## src/rtl/dss_defs.svh

```systemverilog
// constants for the drive safety supervisor: codes, reset values, timing
`ifndef DSS_DEFS_SVH
`define DSS_DEFS_SVH

// safety input function selection
`define DSS_IN_DISABLED      2'h0
`define DSS_IN_CUTOFF        2'h1
`define DSS_IN_TIMED         2'h2
`define DSS_IN_FUNC_RST      2'h0

// external fault reaction
`define DSS_EXT_CUTOFF       1'h0
`define DSS_EXT_TIMED        1'h1

// reset source selection
`define DSS_RSRC_PANEL       2'h0
`define DSS_RSRC_DIN         2'h1
`define DSS_RSRC_BUS         2'h2

// register byte offsets
`define DSS_OFF_CTRL         12'h000
`define DSS_OFF_DELAY        12'h004
`define DSS_OFF_STATUS       12'h008
`define DSS_OFF_CMD          12'h00C

// control register fields
`define DSS_CTRL_FUNC_LSB    0
`define DSS_CTRL_BUS_EN      2
`define DSS_CTRL_AUTO        3
`define DSS_CTRL_EXTR        4
`define DSS_CTRL_RSRC_LSB    5

// command register fields (write one to act)
`define DSS_CMD_ALARM_CLR    0
`define DSS_CMD_RESET        1

// timed stop delay default, in milliseconds, and clock rate
`define DSS_DELAY_MS_RST     32'h0000_03E8
`define DSS_CLK_HZ           40000000
`define DSS_MS_CYCLES        (`DSS_CLK_HZ / 1000)

`endif

```

## src/rtl/dss_pkg.sv

```systemverilog
// types shared by the drive safety supervisor
package dss_pkg;

    typedef enum logic [1:0] {
        DSS_RUN,
        DSS_TIMED,
        DSS_CUTOFF,
        DSS_WAIT_RESET
    } dss_state_t;

endpackage : dss_pkg

```

## src/rtl/dss_ms_tick.sv

```systemverilog
// millisecond enable pulse divider
`timescale 1ns/1ps
`include "dss_defs.svh"

module dss_ms_tick
    import dss_pkg::*;
(
    // clock and reset
    input  wire logic pclk,
    input  wire logic presetn,
    // control
    input  wire logic restart,
    output logic      tick
);

    typedef struct packed {
        logic [15:0] cnt;
        logic        tick;
    } dss_tick_t;

    localparam logic [15:0] LAST = 16'(`DSS_MS_CYCLES - 1);

    dss_tick_t s_reg;
    dss_tick_t s_next;

    always_comb begin
        s_next      = s_reg;
        s_next.tick = 1'b0;
        if (restart) begin
            s_next.cnt = 16'h0000;
        end else if (s_reg.cnt == LAST) begin
            s_next.cnt  = 16'h0000;
            s_next.tick = 1'b1;
        end else begin
            s_next.cnt = s_reg.cnt + 16'h0001;
        end
    end

    always_ff @(posedge pclk or negedge presetn) begin
        if (!presetn) begin
            s_reg <= '0;
        end else begin
            s_reg <= s_next;
        end
    end

    assign tick = s_reg.tick;

endmodule : dss_ms_tick

```

## src/rtl/dss_top.sv

```systemverilog
// drive safety supervisor: source selection, fault reaction, recovery
//
// The register addresses and the APB slave port were chosen for this implementation.
`timescale 1ns/1ps
`include "dss_defs.svh"

module dss_top
    import dss_pkg::*;
(
    // clock and reset
    input  wire logic        pclk,
    input  wire logic        presetn,
    // apb slave
    input  wire logic        psel,
    input  wire logic        penable,
    input  wire logic        pwrite,
    input  wire logic [11:0] paddr,
    input  wire logic [31:0] pwdata,
    output logic [31:0]      prdata,
    output logic             pready,
    output logic             pslverr,
    // redundant safety input, active high means released
    input  wire logic        safe_in_a,
    input  wire logic        safe_in_b,
    // safety fieldbus commands
    input  wire logic        bus_cutoff_req,
    input  wire logic        bus_timed_req,
    input  wire logic        bus_comm_err,
    input  wire logic        bus_force_safe,
    // reset sources and faults
    input  wire logic        local_panel_reset,
    input  wire logic        din_reset,
    input  wire logic        plain_bus_reset,
    input  wire logic        internal_fault,
    // power stage and status
    output logic             gate_hi_supply_en,
    output logic             gate_lo_supply_en,
    output logic             torque_cutoff,
    output logic             timed_stop_then_cutoff,
    output logic             alarm,
    output logic             ext_fault
);

    typedef struct packed {
        dss_state_t  st;
        logic [1:0]  func;
        logic        bus_en;
        logic        auto_rst;
        logic        ext_react;
        logic [1:0]  rsrc;
        logic [31:0] delay_ms;
        logic [31:0] remain;
        logic        alarm;
        logic        ext;
        logic        manual;
        logic        tmr_run;
        logic        gate_on;
        logic [31:0] prdata;
        logic        pready;
        logic        pslverr;
    } dss_s_t;

    dss_s_t s_reg;
    dss_s_t s_next;
    logic   tick;

    // one decode per register offset, shared by the error flag
    function automatic logic addr_ok(input logic [11:0] a);
        addr_ok = (a == `DSS_OFF_CTRL) || (a == `DSS_OFF_DELAY) ||
                  (a == `DSS_OFF_STATUS) || (a == `DSS_OFF_CMD);
    endfunction : addr_ok

    // a write lands only in the access phase, never in setup, so a
    // transfer that is abandoned after setup changes nothing
    function automatic logic wr_hit(input logic        sel,
                                    input logic        en,
                                    input logic        w,
                                    input logic [11:0] a,
                                    input logic [11:0] off);
        wr_hit = sel && en && w && (a == off);
    endfunction : wr_hit

    // the gate supply stays on only while the motor may still move;
    // every other state is the safe state
    function automatic logic drives_motor(input dss_state_t st);
        drives_motor = (st == DSS_RUN) || (st == DSS_TIMED);
    endfunction : drives_motor

    // only the selected source may acknowledge; the others are ignored
    // and a reset written over the register bus is added by the caller
    function automatic logic pick_reset(input logic [1:0] src,
                                        input logic       panel,
                                        input logic       din,
                                        input logic       plain_bus);
        case (src)
            `DSS_RSRC_PANEL: pick_reset = panel;
            `DSS_RSRC_DIN:   pick_reset = din;
            `DSS_RSRC_BUS:   pick_reset = plain_bus;
            default:         pick_reset = 1'b0;
        endcase
    endfunction : pick_reset

    // read word for one register; unmapped offsets read as zero
    function automatic logic [31:0] read_word(input logic [11:0] a,
                                              input dss_s_t      s);
        case (a)
            `DSS_OFF_CTRL: begin
                read_word = {25'h0000000,
                             s.rsrc,
                             s.ext_react,
                             s.auto_rst,
                             s.bus_en,
                             s.func};
            end
            `DSS_OFF_DELAY: begin
                read_word = s.delay_ms;
            end
            `DSS_OFF_STATUS: begin
                read_word = {24'h000000,
                             s.manual,
                             s.ext,
                             s.alarm,
                             s.gate_on,
                             2'h0,
                             s.st};
            end
            default: begin
                read_word = 32'h0000_0000;
            end
        endcase
    endfunction : read_word

    // the divider restarts outside timed stop so the first millisecond of
    // a new delay is a whole one, not a fragment of an older count
    dss_ms_tick u_tick (
        .pclk    (pclk),
        .presetn (presetn),
        .restart (s_reg.st != DSS_TIMED),
        .tick    (tick)
    );

    // ------------------------------------------------------------------
    // trigger evaluation
    // ------------------------------------------------------------------
    logic in_en;
    logic in_low;
    logic in_mis;
    logic in_cut;
    logic in_tim;
    logic bc;
    logic bt;
    logic ext_now;
    logic rst_now;
    logic cut_req;
    logic tim_req;
    logic rd;
    logic ctrl_hit;
    logic delay_hit;
    logic cmd_hit;
    logic clr_hit;

    always_comb begin
        in_en   = (s_reg.func != `DSS_IN_DISABLED);
        in_low  = in_en && !(safe_in_a && safe_in_b);
        in_mis  = in_en && (safe_in_a != safe_in_b);
        in_cut  = in_low && (s_reg.func == `DSS_IN_CUTOFF);
        in_tim  = in_low && (s_reg.func == `DSS_IN_TIMED);
        bc      = s_reg.bus_en && bus_cutoff_req;
        bt      = s_reg.bus_en && bus_timed_req;
        ext_now = in_mis ||
                  (s_reg.bus_en && (bus_comm_err || bus_force_safe));
        rst_now = pick_reset(s_reg.rsrc, local_panel_reset,
                             din_reset, plain_bus_reset);
        // register writes take effect only at the access edge
        rd        = psel && !penable && !pwrite;
        ctrl_hit  = wr_hit(psel, penable, pwrite, paddr, `DSS_OFF_CTRL);
        delay_hit = wr_hit(psel, penable, pwrite, paddr, `DSS_OFF_DELAY);
        cmd_hit   = wr_hit(psel, penable, pwrite, paddr, `DSS_OFF_CMD);
        clr_hit   = cmd_hit && pwdata[`DSS_CMD_ALARM_CLR];
        // a reset written over the register bus acts like any source
        if (cmd_hit && pwdata[`DSS_CMD_RESET]) begin
            rst_now = 1'b1;
        end
        // external faults follow the selected reaction; internal is cutoff
        cut_req = in_cut || bc || internal_fault ||
                  (ext_now && s_reg.ext_react == `DSS_EXT_CUTOFF);
        tim_req = in_tim || bt ||
                  (ext_now && s_reg.ext_react == `DSS_EXT_TIMED);
    end

    // ------------------------------------------------------------------
    // next state
    // ------------------------------------------------------------------
    always_comb begin
        s_next         = s_reg;
        s_next.pready  = 1'b0;
        s_next.pslverr = 1'b0;

        // ------------------------------------------------------------------
        // alarm and fault latches
        // ------------------------------------------------------------------
        // set is applied after clear, so a fault in the clear cycle wins
        if (clr_hit) begin
            s_next.alarm = 1'b0;
        end
        if (internal_fault) begin
            s_next.alarm = 1'b1;
        end
        if (ext_now) begin
            s_next.ext = 1'b1;
        end
        // input trigger in manual mode needs acknowledgement
        if ((in_cut || in_tim) && !s_reg.auto_rst) begin
            s_next.manual = 1'b1;
        end

        // ------------------------------------------------------------------
        // supervisor state machine
        // ------------------------------------------------------------------
        case (s_reg.st)
            DSS_RUN: begin
                if (cut_req || s_reg.alarm) begin
                    s_next.st = DSS_CUTOFF;
                end else if (tim_req) begin
                    s_next.st     = DSS_TIMED;
                    s_next.remain = s_reg.delay_ms;
                end
            end
            DSS_TIMED: begin
                if (cut_req || s_reg.alarm) begin
                    s_next.st = DSS_CUTOFF;
                end else if (s_reg.remain == 32'h0000_0000) begin
                    s_next.st = DSS_CUTOFF;
                end else if (!tim_req && !s_reg.ext && !s_reg.manual) begin
                    s_next.st = DSS_RUN;
                end else if (tick) begin
                    s_next.remain = s_reg.remain - 32'h0000_0001;
                end
            end
            DSS_CUTOFF: begin
                // timed request still asserted keeps cutoff latched
                if (!cut_req && !tim_req && !s_reg.alarm) begin
                    if (s_reg.ext || s_reg.manual) begin
                        s_next.st = DSS_WAIT_RESET;
                    end else begin
                        s_next.st = DSS_RUN;
                    end
                end
            end
            DSS_WAIT_RESET: begin
                if (cut_req || tim_req || s_reg.alarm) begin
                    s_next.st = DSS_CUTOFF;
                end else if (rst_now) begin
                    s_next.st     = DSS_RUN;
                    s_next.ext    = 1'b0;
                    s_next.manual = 1'b0;
                end
            end
            default: begin
                s_next.st = DSS_CUTOFF;
            end
        endcase

        // ------------------------------------------------------------------
        // power stage flags
        // ------------------------------------------------------------------
        // both follow the next state so the outputs change in the same
        // cycle as the state itself, one cycle after the request
        s_next.gate_on = drives_motor(s_next.st);
        s_next.tmr_run = (s_next.st == DSS_TIMED);

        // ------------------------------------------------------------------
        // apb registers
        // ------------------------------------------------------------------
        if (psel && !penable) begin
            s_next.pready  = 1'b1;
            s_next.pslverr = !addr_ok(paddr);
        end
        if (ctrl_hit) begin
            s_next.func      = pwdata[`DSS_CTRL_FUNC_LSB +: 2];
            s_next.bus_en    = pwdata[`DSS_CTRL_BUS_EN];
            s_next.auto_rst  = pwdata[`DSS_CTRL_AUTO];
            s_next.ext_react = pwdata[`DSS_CTRL_EXTR];
            s_next.rsrc      = pwdata[`DSS_CTRL_RSRC_LSB +: 2];
        end
        if (delay_hit) begin
            s_next.delay_ms = pwdata;
        end
        // read data is captured in setup and stands through the access
        if (rd) begin
            s_next.prdata = read_word(paddr, s_reg);
        end
    end

    // power-up starts in the safe state with a reset already pending
    always_ff @(posedge pclk or negedge presetn) begin
        if (!presetn) begin
            s_reg          <= '0;
            s_reg.st       <= DSS_CUTOFF;
            s_reg.func     <= `DSS_IN_FUNC_RST;
            s_reg.delay_ms <= `DSS_DELAY_MS_RST;
            s_reg.manual   <= 1'b1;
        end else begin
            s_reg <= s_next;
        end
    end

    // the safety bus is always off at power-up, so the pending flag makes
    // the first run wait for a reset; turning the bus on later does not
    // clear it, a deliberate simplification
    // ------------------------------------------------------------------
    // outputs
    // ------------------------------------------------------------------
    assign prdata                 = s_reg.prdata;
    assign pready                 = s_reg.pready;
    assign pslverr                = s_reg.pslverr;
    assign gate_hi_supply_en      = s_reg.gate_on;
    assign gate_lo_supply_en      = s_reg.gate_on;
    assign torque_cutoff          = !s_reg.gate_on;
    assign timed_stop_then_cutoff = s_reg.tmr_run;
    assign alarm                  = s_reg.alarm;
    assign ext_fault              = s_reg.ext;

endmodule : dss_top

```

## config.mk

```make
export PLATFORM = sky130hd
export DESIGN_NAME = dss_top
export DESIGN_NICKNAME = d
export VERILOG_FILES = /design/src/rtl/dss_pkg.sv /design/src/rtl/dss_ms_tick.sv /design/src/rtl/dss_top.sv
export VERILOG_INCLUDE_DIRS = /design/src /design/src/rtl
export SDC_FILE = /design/constraint.sdc
export NUM_CORES = 1
export LEC_CHECK = 0
export ABC_CLOCK_PERIOD_IN_PS = 6800
export BUFFER_PORTS_ARGS = -buffer_cell sky130_fd_sc_hd__buf_2
export CORE_ASPECT_RATIO = 1.4
export CORE_MARGIN = 3
export CORE_UTILIZATION = 45
export CTS_BUF_LIST = sky130_fd_sc_hd__clkbuf_4 sky130_fd_sc_hd__clkbuf_8 sky130_fd_sc_hd__clkbuf_16
export CTS_CLUSTER_SIZE = 40
export DETAILED_ROUTE_END_ITERATION = 10
export GPL_ROUTABILITY_DRIVEN = 0
export GPL_TIMING_DRIVEN = 0
export HOLD_SLACK_MARGIN = 0.08
export MAX_ROUTING_LAYER = met4
export PLACE_DENSITY = 0.74
export RECOVER_POWER = 25
export SLEW_MARGIN = 5
export SYNTH_ARGS = -nofsm -noshare
export SYNTH_HDL_FRONTEND = slang
export SYNTH_SLANG_ARGS = --single-unit
```

## constraint.sdc

```tcl
create_clock -name pclk -period 6.8 [get_ports pclk]
set_input_delay 0.34 -clock pclk [delete_from_list [all_inputs] [get_ports pclk]]
set_output_delay 0.34 -clock pclk [all_outputs]
set_load 0.05 [all_outputs]
```

=== Word level (Yosys, flattened, before mapping) ===
Cells that the tools add are included.

* Add/sub/neg operators: 2
* Eq/ne operators: 20
* Multiplexer cells: 32
* Bitwise operators: 1
* Reduce and logical (&&, ||, !) cells: 60

{| class="wikitable"
|+ Operators with widths
! kind !! number
|-
| $mux W32 || 6
|-
| $pmux W32 S3 || 1
|-
| $pmux W32 S2 || 1
|-
| $logic_not A32 Y1 || 1
|-
| $mux W16 || 2
|-
| $sub A32 B1 Y32 const B || 1
|-
| $mux W2 || 13
|-
| $eq A12 B4 Y1 const B || 2
|-
| $logic_and A1 B1 Y1 || 24
|-
| $add A16 B1 Y16 const B || 1
|-
| $eq A16 B16 Y1 const B || 1
|-
| $logic_or A1 B1 Y1 || 16
|-
| $eq A12 B3 Y1 const B || 1
|-
| $logic_not A12 Y1 || 1
|-
| $logic_not A1 Y1 || 11
|-
| $ne A2 B2 Y1 const B || 5
|-
| $eq A2 B1 Y1 const B || 4
|-
| $eq A2 B2 Y1 const B || 4
|-
| $pmux W2 S4 || 1
|-
| $mux W1 || 7
|-
| $reduce_and A7 Y1 || 1
|-
| $logic_not A2 Y1 || 3
|-
| $reduce_bool A2 Y1 || 3
|-
| $ne A2 B1 Y1 const B || 2
|-
| 3 further kinds || 3
|}

* Flip-flop bits (word level): 129
* Input port bits: 59
* Output and inout bits: 40
* Logic and storage cells: 133

=== Longest topological paths before layout ===
Gate-level depths: netlist of the first run.

* Word-level depth: 15
* Depth in mapped cells: 9
* Depth with buffers taken out: 8

=== Hierarchy ===
From an unflattened synthesis of the first run, not the netlist that was laid out.

* Cell total of the unflattened synthesis: 655
* Area, all modules: 6681.4 um2

{| class="wikitable"
|+ Modules (own cells, without submodules)
! module !! instances !! cells an instance !! area each (um2) !! seq. area each (um2)
|-
| dss_top || 1 || 570 || 5825.6 || 2812.7
|-
| dss_ms_tick || 1 || 85 || 855.8 || 425.4
|}

=== Worst setup path before layout of the first run ===
No wires, ideal clock.

* Kind: reg2reg
* Start point: register s_reg[61] in the netlist's numbering
* End point: register s_reg[59] in the netlist's numbering
* Arrival time: 2.400 ns
* Slack: 4.276 ns
* Stages on the path, launching flop included: 8
* Clock period less this slack: 2.524 ns
* Path through: dfrtp_1 -> or4_1 -> or4_4 -> nor4_4 -> o22a_1 -> buf_6 -> nor3_1 -> a211o_1

* Word-level cells in the longest chain between the ends: 3

{| class="wikitable"
|+ Ends and longest elaborated chain
! item !! RTL line !! RTL
|-
| start: declaration || dss_top.sv:63 || <nowiki>dss_s_t s_reg;</nowiki>
|-
| start signal: assignment || dss_top.sv:304 || <nowiki>s_reg <= s_next;</nowiki>
|-
| $logic_not A32 Y1 || dss_top.sv:232 || <nowiki>end else if (s_reg.remain == 32'h0000_0000) begin</nowiki>
|-
| $ne A2 B2 Y1 (no line) || n/a ||
|-
| $reduce_and A7 Y1 (no line) || n/a ||
|}

No other way between the ends.
A chain may end at the register's enable or synchronous reset.

=== Final worst setup path of the first run ===
* Start point: register s_reg[61] in the netlist's numbering
* End point: register s_reg[49] in the netlist's numbering

The elaborated chain is that of the path after synthesis.

==> flow_metrics.env, run 1 <==
export IMPL_status="finished with violations"
export IMPL_violations="capacitance limit, slew limit"
export IMPL_min_path_type="in2reg"
export IMPL_startpoint_type="register"
export IMPL_worstSetupPathType="reg2reg"
export IMPL_area_growth_pct=21.0
export IMPL_max_slew_margin_pct=-79.2
export IMPL_syn_area_mm2=0.00651
export IMPL_dr_pass1_iters=5
export IMPL_dp_hpwl_mm=12.8
export IMPL_worst_path_max_fanout=10
export IMPL_post_dp_cell_area_mm2=0.00727
export IMPL_cts_buffer_depth=2
export IMPL_clk_latency_ps=420
export IMPL_synth_net_count=697
export IMPL_vdd_drop_max_mv=0.164
export IMPL_rows=51
export IMPL_h_tree_depth=4
export IMPL_final_net_count=816
export IMPL_synth_edf_count=0
export IMPL_async_reset_ff_share_pct=100
export IMPL_worstPathRequired_ps=7060
export IMPL_yosysTopAreaCell="dfrtp_1"
export IMPL_ys_ff_latch=129
export IMPL_final_hold_viol_count=0
export IMPL_largest_reg_flops=74
export IMPL_tightest_slew_ps=2690
export IMPL_grt_usage_pct=23.6
export IMPL_layout_setup_ws_ps=3840
export IMPL_skew_ps=8.83
export IMPL_synth_ff_type="dfrtp_1"
export IMPL_timing_max_cap_violations=1
export IMPL_cts_tree="yes"
export IMPL_clock_tree_root_cell="clkbuf_16"
export IMPL_yosysWarnings=0
export IMPL_routed_wl_mm=17.9
export IMPL_ys_top_cells_by_area="dfrtp_1, mux2_2, a22o_1"
export IMPL_ys_top_cells_by_count="dfrtp_1, nand2_1, nor2_1"
export IMPL_boundaryPins=99
export IMPL_drv_slew=48
export IMPL_avgRoutedWirePerCell_um=18.9
export IMPL_clock_sinks=129
export IMPL_max_freq_mhz=338
export IMPL_dr_total_vias=5609
export IMPL_synth_most_common_cell="dfrtp_1"
export IMPL_core_mm2=0.0140
export IMPL_placed_cells_incl_taps=918
export IMPL_globalRouteOverflowTotal=0
export IMPL_viasPerCell=5.90
export IMPL_initial_core_util_pct=46.4
export IMPL_finalSetupViolCount=0
export IMPL_drc=0
export IMPL_rsz0062_at_grt="no"
export IMPL_die_area_mm2=0.0160
export IMPL_fin_cells=950
export IMPL_worstSetupEndpointType="register"
export IMPL_port_buffer_count=98
export IMPL_antenna_found_initial=0
export IMPL_period_share_pct=43.5
export IMPL_n_antenna_cell=0
export IMPL_totalPowerFinal_mw=1.76
export IMPL_numCtsBuffers=17
export IMPL_grt_pass1_vias=5872
export IMPL_place_ws_ps=3690
export IMPL_tns_ps=0
export IMPL_synthCells=634
export IMPL_period_needed_ps=2960
export IMPL_syn_avg_cell_area_um2=10.3
export IMPL_drive_above_1_share_pct=29.8
export IMPL_finalInstanceArea_mm2=0.00788
export IMPL_die_y_um=148
export IMPL_first_iter_violations=451
export IMPL_synth_yosys_seq_area_share_pct=49.8
export IMPL_chipWidth_um=108
export IMPL_p_leak_nw=3.65
export IMPL_grt_max_degree=83
export IMPL_worstPathArrival_ps=3220
export IMPL_ant_nets=0
export IMPL_clkTransAtPathRegs_ps=60
export IMPL_synth_cell_type_count=59
export IMPL_powerDensity_mw_per_mm2=224
export IMPL_yosysTopAreaCellShare_pct=46.5
export IMPL_grt_first_pass_wirelength_mm=28.9
## layout by cell type (no fill, tap or decap), drive strengths merged, types with 6 or more instances in the layout
cell type	instances
nand3	16
a21oi	34
xor2	7
nand2b	10
xnor2	6
mux2	39
and3	9
inv	6
a22o	31
o31ai	11
o21ai	41
dfstp	8
mux2i	8
buf	140
nor4	10
nand2	44
a31oi	20
nor3	16
nand4	8
or3	11
dfrtp	121
clkbuf	52
or4	6
nor2	42
## routing by layer
layer / vias to the layer above / GRT usage, % / wire length [um]
met1: 2728 / 26.4 / 6860
li1: 2534 / - / -
met2: 279 / 39.1 / 9170
met4: 0 / 13.5 / 875
met5: - / - / 0
met3: 68 / 4.52 / 1030
## critical path, stage by stage (launching register included)
cell and delay, ps:
dfrtp_1 410, or4_1 580, or4_4 560, nor4_4 450
o22ai_2 200, nand2_1 250, buf_4 230, o211ai_1 120
## report_power, final
part,total [mW],internal (mW),switching (mW),leakage (nW)
logic,0.0552,0.0202,0.0350,1.61
clock network,0.936,0.600,0.336,0.290
registers,0.772,0.770,0.00130,1.75
total,1.76,1.39,0.372,3.65
## repair_timing
item | CTS | global route
buffers inserted | 0 | 0
endpoints found under the hold margin | 47 | 0
gates resized for setup | 0 | 0
hold buffers | 1 | 0
## logic make-up after synthesis
| family | count (synthesis) | share of synthesized area (%) |
|---|---|---|
| muxes | 47 | 7.98 |
| AOI/OAI and AO/OA | 175 | 18.0 |
| buffers and inverters | 77 | 6.83 |
| xor gates and xnor gates | 13 | 1.75 |
| and+or+nand+nor | 189 | 14.9 |
| adders and majority gates | 4 | 0.769 |
| DFF | 129 | 49.8 |
## layout make-up
type                       count  area (um2)
fill                        1283        6160
sequential                   129        3240
multi-input combinational    428        2830
timing repair buffer         100         527
clock buffer                  22         469
buffer                        71         422
tap                          185         231
clock inverter                 9         135
inverter                       6        22.5
## through the flow
stage / hold slack (ps) / util [%]
floorplan: 44.4 / -
global placement: 467 / 51.5
detailed placement: 311 / 51.8
CTS: 102 / 56.2
global route: 117 / 56.1
finish: 112 / 56.1
## final timing paths
path	cells after the start	endpoint	start	slack, ps
worst max register to register	7	s_reg[49]$_DFFE_PN0P_	s_reg[61]$_DFFE_PN0P_	3840
max in group asynchronous	2	prdata[15]$_DFFE_PN0P_	presetn	3950
worst max-delay path	7	s_reg[49]$_DFFE_PN0P_	s_reg[61]$_DFFE_PN0P_	3840
worst min register to register	2	prdata[7]$_DFFE_PN0P_	prdata[7]$_DFFE_PN0P_	500
min in group asynchronous	2	u_tick.s_reg[9]$_DFF_PN0_	presetn	1310
worst min-delay path	2	pready$_DFF_PN0_	penable	110
Note: power is estimated with default switching activity, not from simulation.
==> run 2: changes to the inputs <==
ABC_AREA = 1   (was default)
ABC_CLOCK_PERIOD_IN_PS = 2700   (was 6800)
PLACE_DENSITY = 0.76   (was 0.74)
clock period = 2.7 ns   (was 6.8 ns; I/O delays follow)
==> run 2 against run 1 <==
Against the previous run:
- first-iteration DRC count is 22% lower
- hold slack worse by 1.7 ps
- count of clock-buffer cells in the layout is 3 higher
- cell count is 38% higher
- global-route usage is 0.17 points lower
- the flow still finishes with violations (capacitance limit, slew limit)
- highest routed layer unchanged
- critical path depth is 3 higher
- combinational power grew to 10 times the previous value
- die area is 8.7% higher
- register-to-register slack worse by 3200 ps
==> flow_metrics.env, run 2 <==
export IMPL_synth_most_common_cell="nand2_1"
export IMPL_period_share_pct=86.8
export IMPL_worstSetupEndpointType="register"
export IMPL_worst_path_max_fanout=10
export IMPL_period_needed_ps=2340
export IMPL_antenna_found_initial=0
export IMPL_drv_slew=44
export IMPL_p_switching_mw=1.23
export IMPL_powerDensity_mw_per_mm2=542
export IMPL_clock_tree_root_cell="clkbuf_16"
export IMPL_yosysTopAreaCellShare_pct=42.6
export IMPL_first_iter_violations=354
export IMPL_die_y_um=155
export IMPL_whs_ps=111
export IMPL_dp_hpwl_mm=13.8
export IMPL_status="finished with violations"
export IMPL_chipWidth_um=112
export IMPL_fin_cells=1310
export IMPL_skew_ps=6.42
export IMPL_max_freq_mhz=427
export IMPL_die_area_mm2=0.0173
export IMPL_layout_common_cells="nand2_1, dfrtp_1, buf_2"
export IMPL_synth_ff_type="dfrtp_1"
export IMPL_globalRouteOverflowTotal=0
export IMPL_clockPowerShare_pct=45.8
export IMPL_ant_nets=0
export IMPL_grt_usage_pct=23.4
export IMPL_worstSetupPathType="in2reg"
export IMPL_startpoint_type="input pin"
export IMPL_clkTransAtPathRegs_ps=60
export IMPL_dr_pass1_iters=5
export IMPL_totalPowerFinal_mw=4.76
export IMPL_yosysWarnings=0
export IMPL_switching_share_pct=25.9
export IMPL_timing_max_cap_violations=1
export IMPL_routed_wl_mm=18.8
export IMPL_viasPerCell=5.08
export IMPL_violations="capacitance limit, slew limit"
export IMPL_max_slew_margin_pct=-38.5
export IMPL_tightest_slew_ps=2080
export IMPL_synthCells=953
export IMPL_vdd_drop_max_mv=0.547
export IMPL_dr_total_vias=6659
export IMPL_grt_first_pass_wirelength_mm=31.7
export IMPL_n_antenna_cell=0
export IMPL_place_ws_ps=654
export IMPL_layout_commonest_cell="nand2_1"
export IMPL_cts_setup_buffers=0
export IMPL_area_growth_pct=23.7
export IMPL_final_hold_viol_count=0
export IMPL_hp_start="bus_comm_err"
export IMPL_grt_max_degree=87
export IMPL_syn_avg_cell_area_um2=7.45
export IMPL_min_path_type="in2reg"
export IMPL_min_path_cells=5
export IMPL_synth_yosys_seq_area_share_pct=45.6
export IMPL_synth_net_count=1016
export IMPL_rr_worst_depth=11
export IMPL_clk_latency_ps=420
export IMPL_r2r_start="s_reg[39]$_DFFE_PN0P_"
export IMPL_ys_top_cells_by_count="nand2_1, dfrtp_1, nor2_1"
export IMPL_intPower_mw=3.52
export IMPL_port_buffer_count=98
export IMPL_register_area_mm2=0.00324
export IMPL_avgRoutedWirePerCell_um=14.4
export IMPL_drive_above_1_share_pct=20.5
export IMPL_worstHoldEndpoint="ext_fault$_DFF_PN0_"
export IMPL_p_leak_nw=4.35
export IMPL_h_tree_depth=4
export IMPL_multi_input_area_mm2=0.00311
export IMPL_largest_reg_flops=74
export IMPL_cts_buffer_depth=2
export IMPL_ys_ff_latch=129
export IMPL_worstReg2RegEnd="s_reg[57]$_DFFE_PN0P_"
export IMPL_core_mm2=0.0153
export IMPL_rows=53
export IMPL_initial_core_util_pct=46.6
export IMPL_layout_setup_ws_ps=356
export IMPL_clock_sinks=129
export IMPL_final_net_count=1170
export IMPL_syn_area_mm2=0.00710
export IMPL_synth_edf_count=0
export IMPL_cts_tree="yes"
export IMPL_rrSetupSlack_ps=610
export IMPL_grt_pass1_vias=6825
export IMPL_numCtsBuffers=17
export IMPL_async_reset_ff_share_pct=100
export IMPL_worstPathArrival_ps=2620
export IMPL_placed_cells_incl_taps=1244
export IMPL_rsz0062_at_grt="no"
export IMPL_ys_top_cells_by_area="dfrtp_1, nand2_1, nor2_1"
export IMPL_yosysTopAreaCell="dfrtp_1"
export IMPL_boundaryPins=99
export IMPL_drc=0
export IMPL_finalSetupViolCount=0
export IMPL_combPwrFrac_pct=12.1
export IMPL_p_seq_share_pct=42.1
export IMPL_worstPathRequired_ps=2970
export IMPL_synth_cell_type_count=40
export IMPL_fillCellCount=1407
-- run 2: worst max-delay path, stage by stage --
cell and delay, ps:
dlygate4sd3_1 540, buf_2 130, nor2_1 90, dlygate4sd3_1 570
inv_1 60, nor2_1 390, inv_1 230, clkbuf_1 280
nand2_1 100, o21ai_0 90
-- run 2: how the worst max path moves through the flow --
stage / depth (start not counted) / to / start / slack (ps)
6_report: 10 / prdata[24]$_DFFE_PN0P_ / penable / 360
2_1_floorplan: 11 / s_reg[46]$_DFFE_PN0P_ / alarm$_DFFE_PN0P_ / 960
3_3_place_gp: 1 / u_tick.s_reg[13]$_DFF_PN0_ / presetn / -230
5_1_grt: 3 / s_reg[111]$_DFF_PN1_ / presetn / 140
3_5_place_dp: 12 / s_reg[59]$_DFFE_PN0P_ / s_reg[39]$_DFFE_PN0P_ / 650
4_1_cts: 10 / prdata[24]$_DFFE_PN0P_ / penable / 370
-- run 2: metrics by stage --
| stage | instance area (um2) | util, % | TNS [ps] |
|---|---|---|---|
| floorplan | 7100 | - | 0 |
| global placement | 7830 | 51.4 | -25730 |
| detailed placement | 7870 | 51.6 | 0 |
| CTS | 8790 | 57.6 | 0 |
| global route | 8780 | 57.6 | 0 |
| finish | 8780 | 57.6 | 0 |
-- run 2: final cells by class --
type,instances,area share (%)
Sequential cell,129,36.9
Multi-Input combinational cell,674,35.4
Timing Repair Buffer,135,10.0
Clock buffer,25,5.74
Buffer,64,4.84
Inverter,86,3.73
Tap cell,192,2.74
Clock inverter,5,0.627
-- run 2: logic make-up after synthesis --
logic type      after synthesis  share of synthesized area [%]
xor+xnor                     17                           2.10
mux                           1                          0.141
compound gates              122                           9.97
flops                       129                           45.6
fa+ha+maj                     4                          0.705
simple gates                530                           30.9
buf+inv                     150                           10.6
-- run 2: repair_timing --
action | 4_1_cts | 5_1_grt
hold buffers | 36 | 0
resized for setup | 0 | 0
endpoints found under the setup margin | 0 | 0
hold endpoints to repair | 85 | 0
-- run 2: power groups by stage --
stage | registers (mW) | clock network [mW] | logic, mW
2_1_floorplan | 2.07 | 0 | 0.295
4_1_cts | 2.01 | 2.19 | 0.575
3_3_place_gp | 2.04 | 0 | 0.518
6_report | 2.00 | 2.18 | 0.576
3_5_place_dp | 2.04 | 0 | 0.531
5_1_grt | 2.01 | 2.27 | 0.642
-- run 2: per-layer routing --
layer / vias to the layer above / share of wire (%) / track usage (%) / routed length, um
met5: - / 0 / - / 0
met4: 0 / 3.7 / 11.2 / 689
met3: 56 / 4.0 / 3.80 / 760
met2: 184 / 52 / 40.8 / 9870
met1: 3122 / 40 / 25.9 / 7500
li1: 3297 / - / - / -
==> run 3: changes to the inputs <==
CAP_MARGIN = 10   (was default)
CTS_CLUSTER_DIAMETER = 150   (was default)
RECOVER_POWER = 100   (was 25)
==> run 3 against run 2 <==
Against the previous run:
- the run still ends with capacitance limit, slew limit left
- sequential share of layout area increased by 0.58 points
- clock skew about the same
- die area did not move
- cell count unchanged
- highest routed layer unchanged
- wire length about the same
- critical path type is now reg2reg
- combinational power fell by 3%
- register-to-register slack worse by 300 ps
- critical path depth down 3
- sequential power barely moved
==> flow_metrics.env, run 3 (synthesis results as in run 2) <==
export IMPL_switching_share_pct=25.8
export IMPL_rrSetupSlack_ps=310
export IMPL_fin_cells=1310
export IMPL_h_tree_depth=4
export IMPL_p_seq_share_pct=42.3
export IMPL_antenna_found_initial=0
export IMPL_clock_tree_root_cell="clkbuf_16"
export IMPL_chipWidth_um=112
export IMPL_n_antenna_cell=0
export IMPL_rows=53
export IMPL_boundaryPins=99
export IMPL_gr_max_usage_layer="met2"
export IMPL_rsz0062_at_grt="no"
export IMPL_layout_common_cells="nand2_1, dfrtp_1, nor2_1"
export IMPL_viasPerCell=5.08
export IMPL_max_slew_margin_pct=-37.7
export IMPL_powerDensity_mw_per_mm2=548
export IMPL_largest_reg_flops=74
export IMPL_initial_core_util_pct=46.6
export IMPL_worstReg2RegEnd="s_reg[46]$_DFFE_PN0P_"
export IMPL_vdd_drop_max_mv=0.539
export IMPL_grt_max_degree=87
export IMPL_violations="capacitance limit, slew limit"
export IMPL_status="finished with violations"
export IMPL_period_needed_ps=2390
export IMPL_clockPowerShare_pct=46.0
export IMPL_port_buffer_count=98
export IMPL_finalSetupViolCount=0
export IMPL_startpoint_type="register"
export IMPL_die_area_mm2=0.0173
export IMPL_critPathLaunch="s_reg[110]$_DFF_PN0_"
export IMPL_worstPathArrival_ps=2750
export IMPL_worst_path_max_fanout=10
export IMPL_core_mm2=0.0153
export IMPL_numCtsBuffers=17
export IMPL_die_y_um=155
export IMPL_grt_pass1_vias=6825
export IMPL_min_path_type="in2reg"
export IMPL_routed_wl_mm=18.8
export IMPL_placed_cells_incl_taps=1244
export IMPL_p_switching_mw=1.22
export IMPL_clock_sinks=129
export IMPL_final_hold_viol_count=0
export IMPL_first_iter_violations=356
export IMPL_dr_total_vias=6649
export IMPL_worstPathRequired_ps=3060
export IMPL_avgRoutedWirePerCell_um=14.4
export IMPL_drv_slew=44
export IMPL_grt_met1_usage_pct=25.9
export IMPL_clk_latency_ps=420
export IMPL_skew_ps=6.34
export IMPL_worstSetupPathType="reg2reg"
export IMPL_combPwrFrac_pct=11.8
export IMPL_dr_pass1_iters=5
export IMPL_rr_worst_depth=7
export IMPL_grt_util_met3_pct=3.80
export IMPL_intPower_mw=3.51
export IMPL_final_net_count=1170
export IMPL_totalPowerFinal_mw=4.74
export IMPL_p_leak_nw=4.16
export IMPL_area_growth_pct=21.8
export IMPL_ant_nets=0
export IMPL_endpoint="s_reg[46]$_DFFE_PN0P_"
export IMPL_cts_buffer_depth=2
export IMPL_layout_commonest_cell="nand2_1"
export IMPL_grt_use_met2_pct=40.8
export IMPL_globalRouteOverflowTotal=0
export IMPL_period_share_pct=88.5
export IMPL_grt_first_pass_wirelength_mm=31.7
export IMPL_max_freq_mhz=419
export IMPL_dp_hpwl_mm=13.8
export IMPL_r2r_start="s_reg[110]$_DFF_PN0_"
export IMPL_cts_resized=0
export IMPL_worstSetupEndpointType="register"
export IMPL_cts_setup_buffers=0
export IMPL_drive_above_1_share_pct=14.7
export IMPL_timing_max_cap_violations=1
export IMPL_fillCellCount=1467
export IMPL_drc=0
export IMPL_clkTransAtPathRegs_ps=60
export IMPL_tightest_slew_ps=2070
export IMPL_cts_tree="yes"
export IMPL_grt_usage_pct=23.4
run 3: cell count changes in the layout (fill, tap and decap cells not counted), sizes merged:
cell    change
clkbuf     +45
buf        -45
run 3: area by class of cell:
class                           instances  area, um2  share of cell area (%)
Buffer                                 64        414                    4.79
Clock buffer                           25        504                    5.83
Clock inverter                          5       55.1                   0.637
Inverter                               86        328                    3.79
Multi-Input combinational cell        674       3040                    35.1
Sequential cell                       129       3240                    37.4
Tap cell                              192        240                    2.78
Timing Repair Buffer                  135        831                    9.61
run 3: per-layer routing:
metal,wire length (um),vias up
met4,793,0
met2,9710,189
met3,828,59
li1,-,3289
met5,0,-
met1,7480,3112
run 3: stage by stage:
stage / setup slack [ps] / cell area [um2] / utilization [%] / hold WS, ps / TNS (ps)
3_3_place_gp: -227 / 7830 / 51.4 / 316 / -25730
3_5_place_dp: 654 / 7870 / 51.6 / 86.5 / 0
4_1_cts: 373 / 8790 / 57.6 / 105 / 0
5_1_grt: 100 / 8650 / 56.7 / 174 / 0
6_report: 311 / 8650 / 56.7 / 113 / 0
2_1_floorplan: 958 / 7100 / - / -161 / 0
run 3: worst max-delay path, stage by stage (launching register included):
cell and delay (ps):
dfrtp_1 420, inv_1 130, nor2_1 620, inv_1 380, clkbuf_1 350, o21ai_0 270
nand3_2 100, nand2_1 70
run 3: timing repair:
action	in CTS	in global routing
hold buffers	36	0
hold endpoints to repair	85	0
endpoints found under the setup margin	0	0
run 3: how the worst min path moves through the flow:
stage                       from                endpoint  slack, ps  cells after the start
finish              bus_comm_err     ext_fault$_DFF_PN0_        110                      5
global route        bus_comm_err     ext_fault$_DFF_PN0_        170                      5
CTS                 bus_comm_err     ext_fault$_DFF_PN0_        100                      5
detailed placement       presetn  prdata[17]$_DFFE_PN0P_         90                      1
global placement         penable        pready$_DFF_PN0_        320                      2
floorplan                presetn       alarm$_DFFE_PN0P_       -160                      0
run 3: power groups by stage:
stage	Combinational (mW)	Clock, mW	Sequential, mW
3_3_place_gp	0.518	0	2.04
2_1_floorplan	0.295	0	2.07
5_1_grt	0.625	2.27	2.01
6_report	0.557	2.18	2.00
4_1_cts	0.575	2.19	2.01
3_5_place_dp	0.531	0	2.04
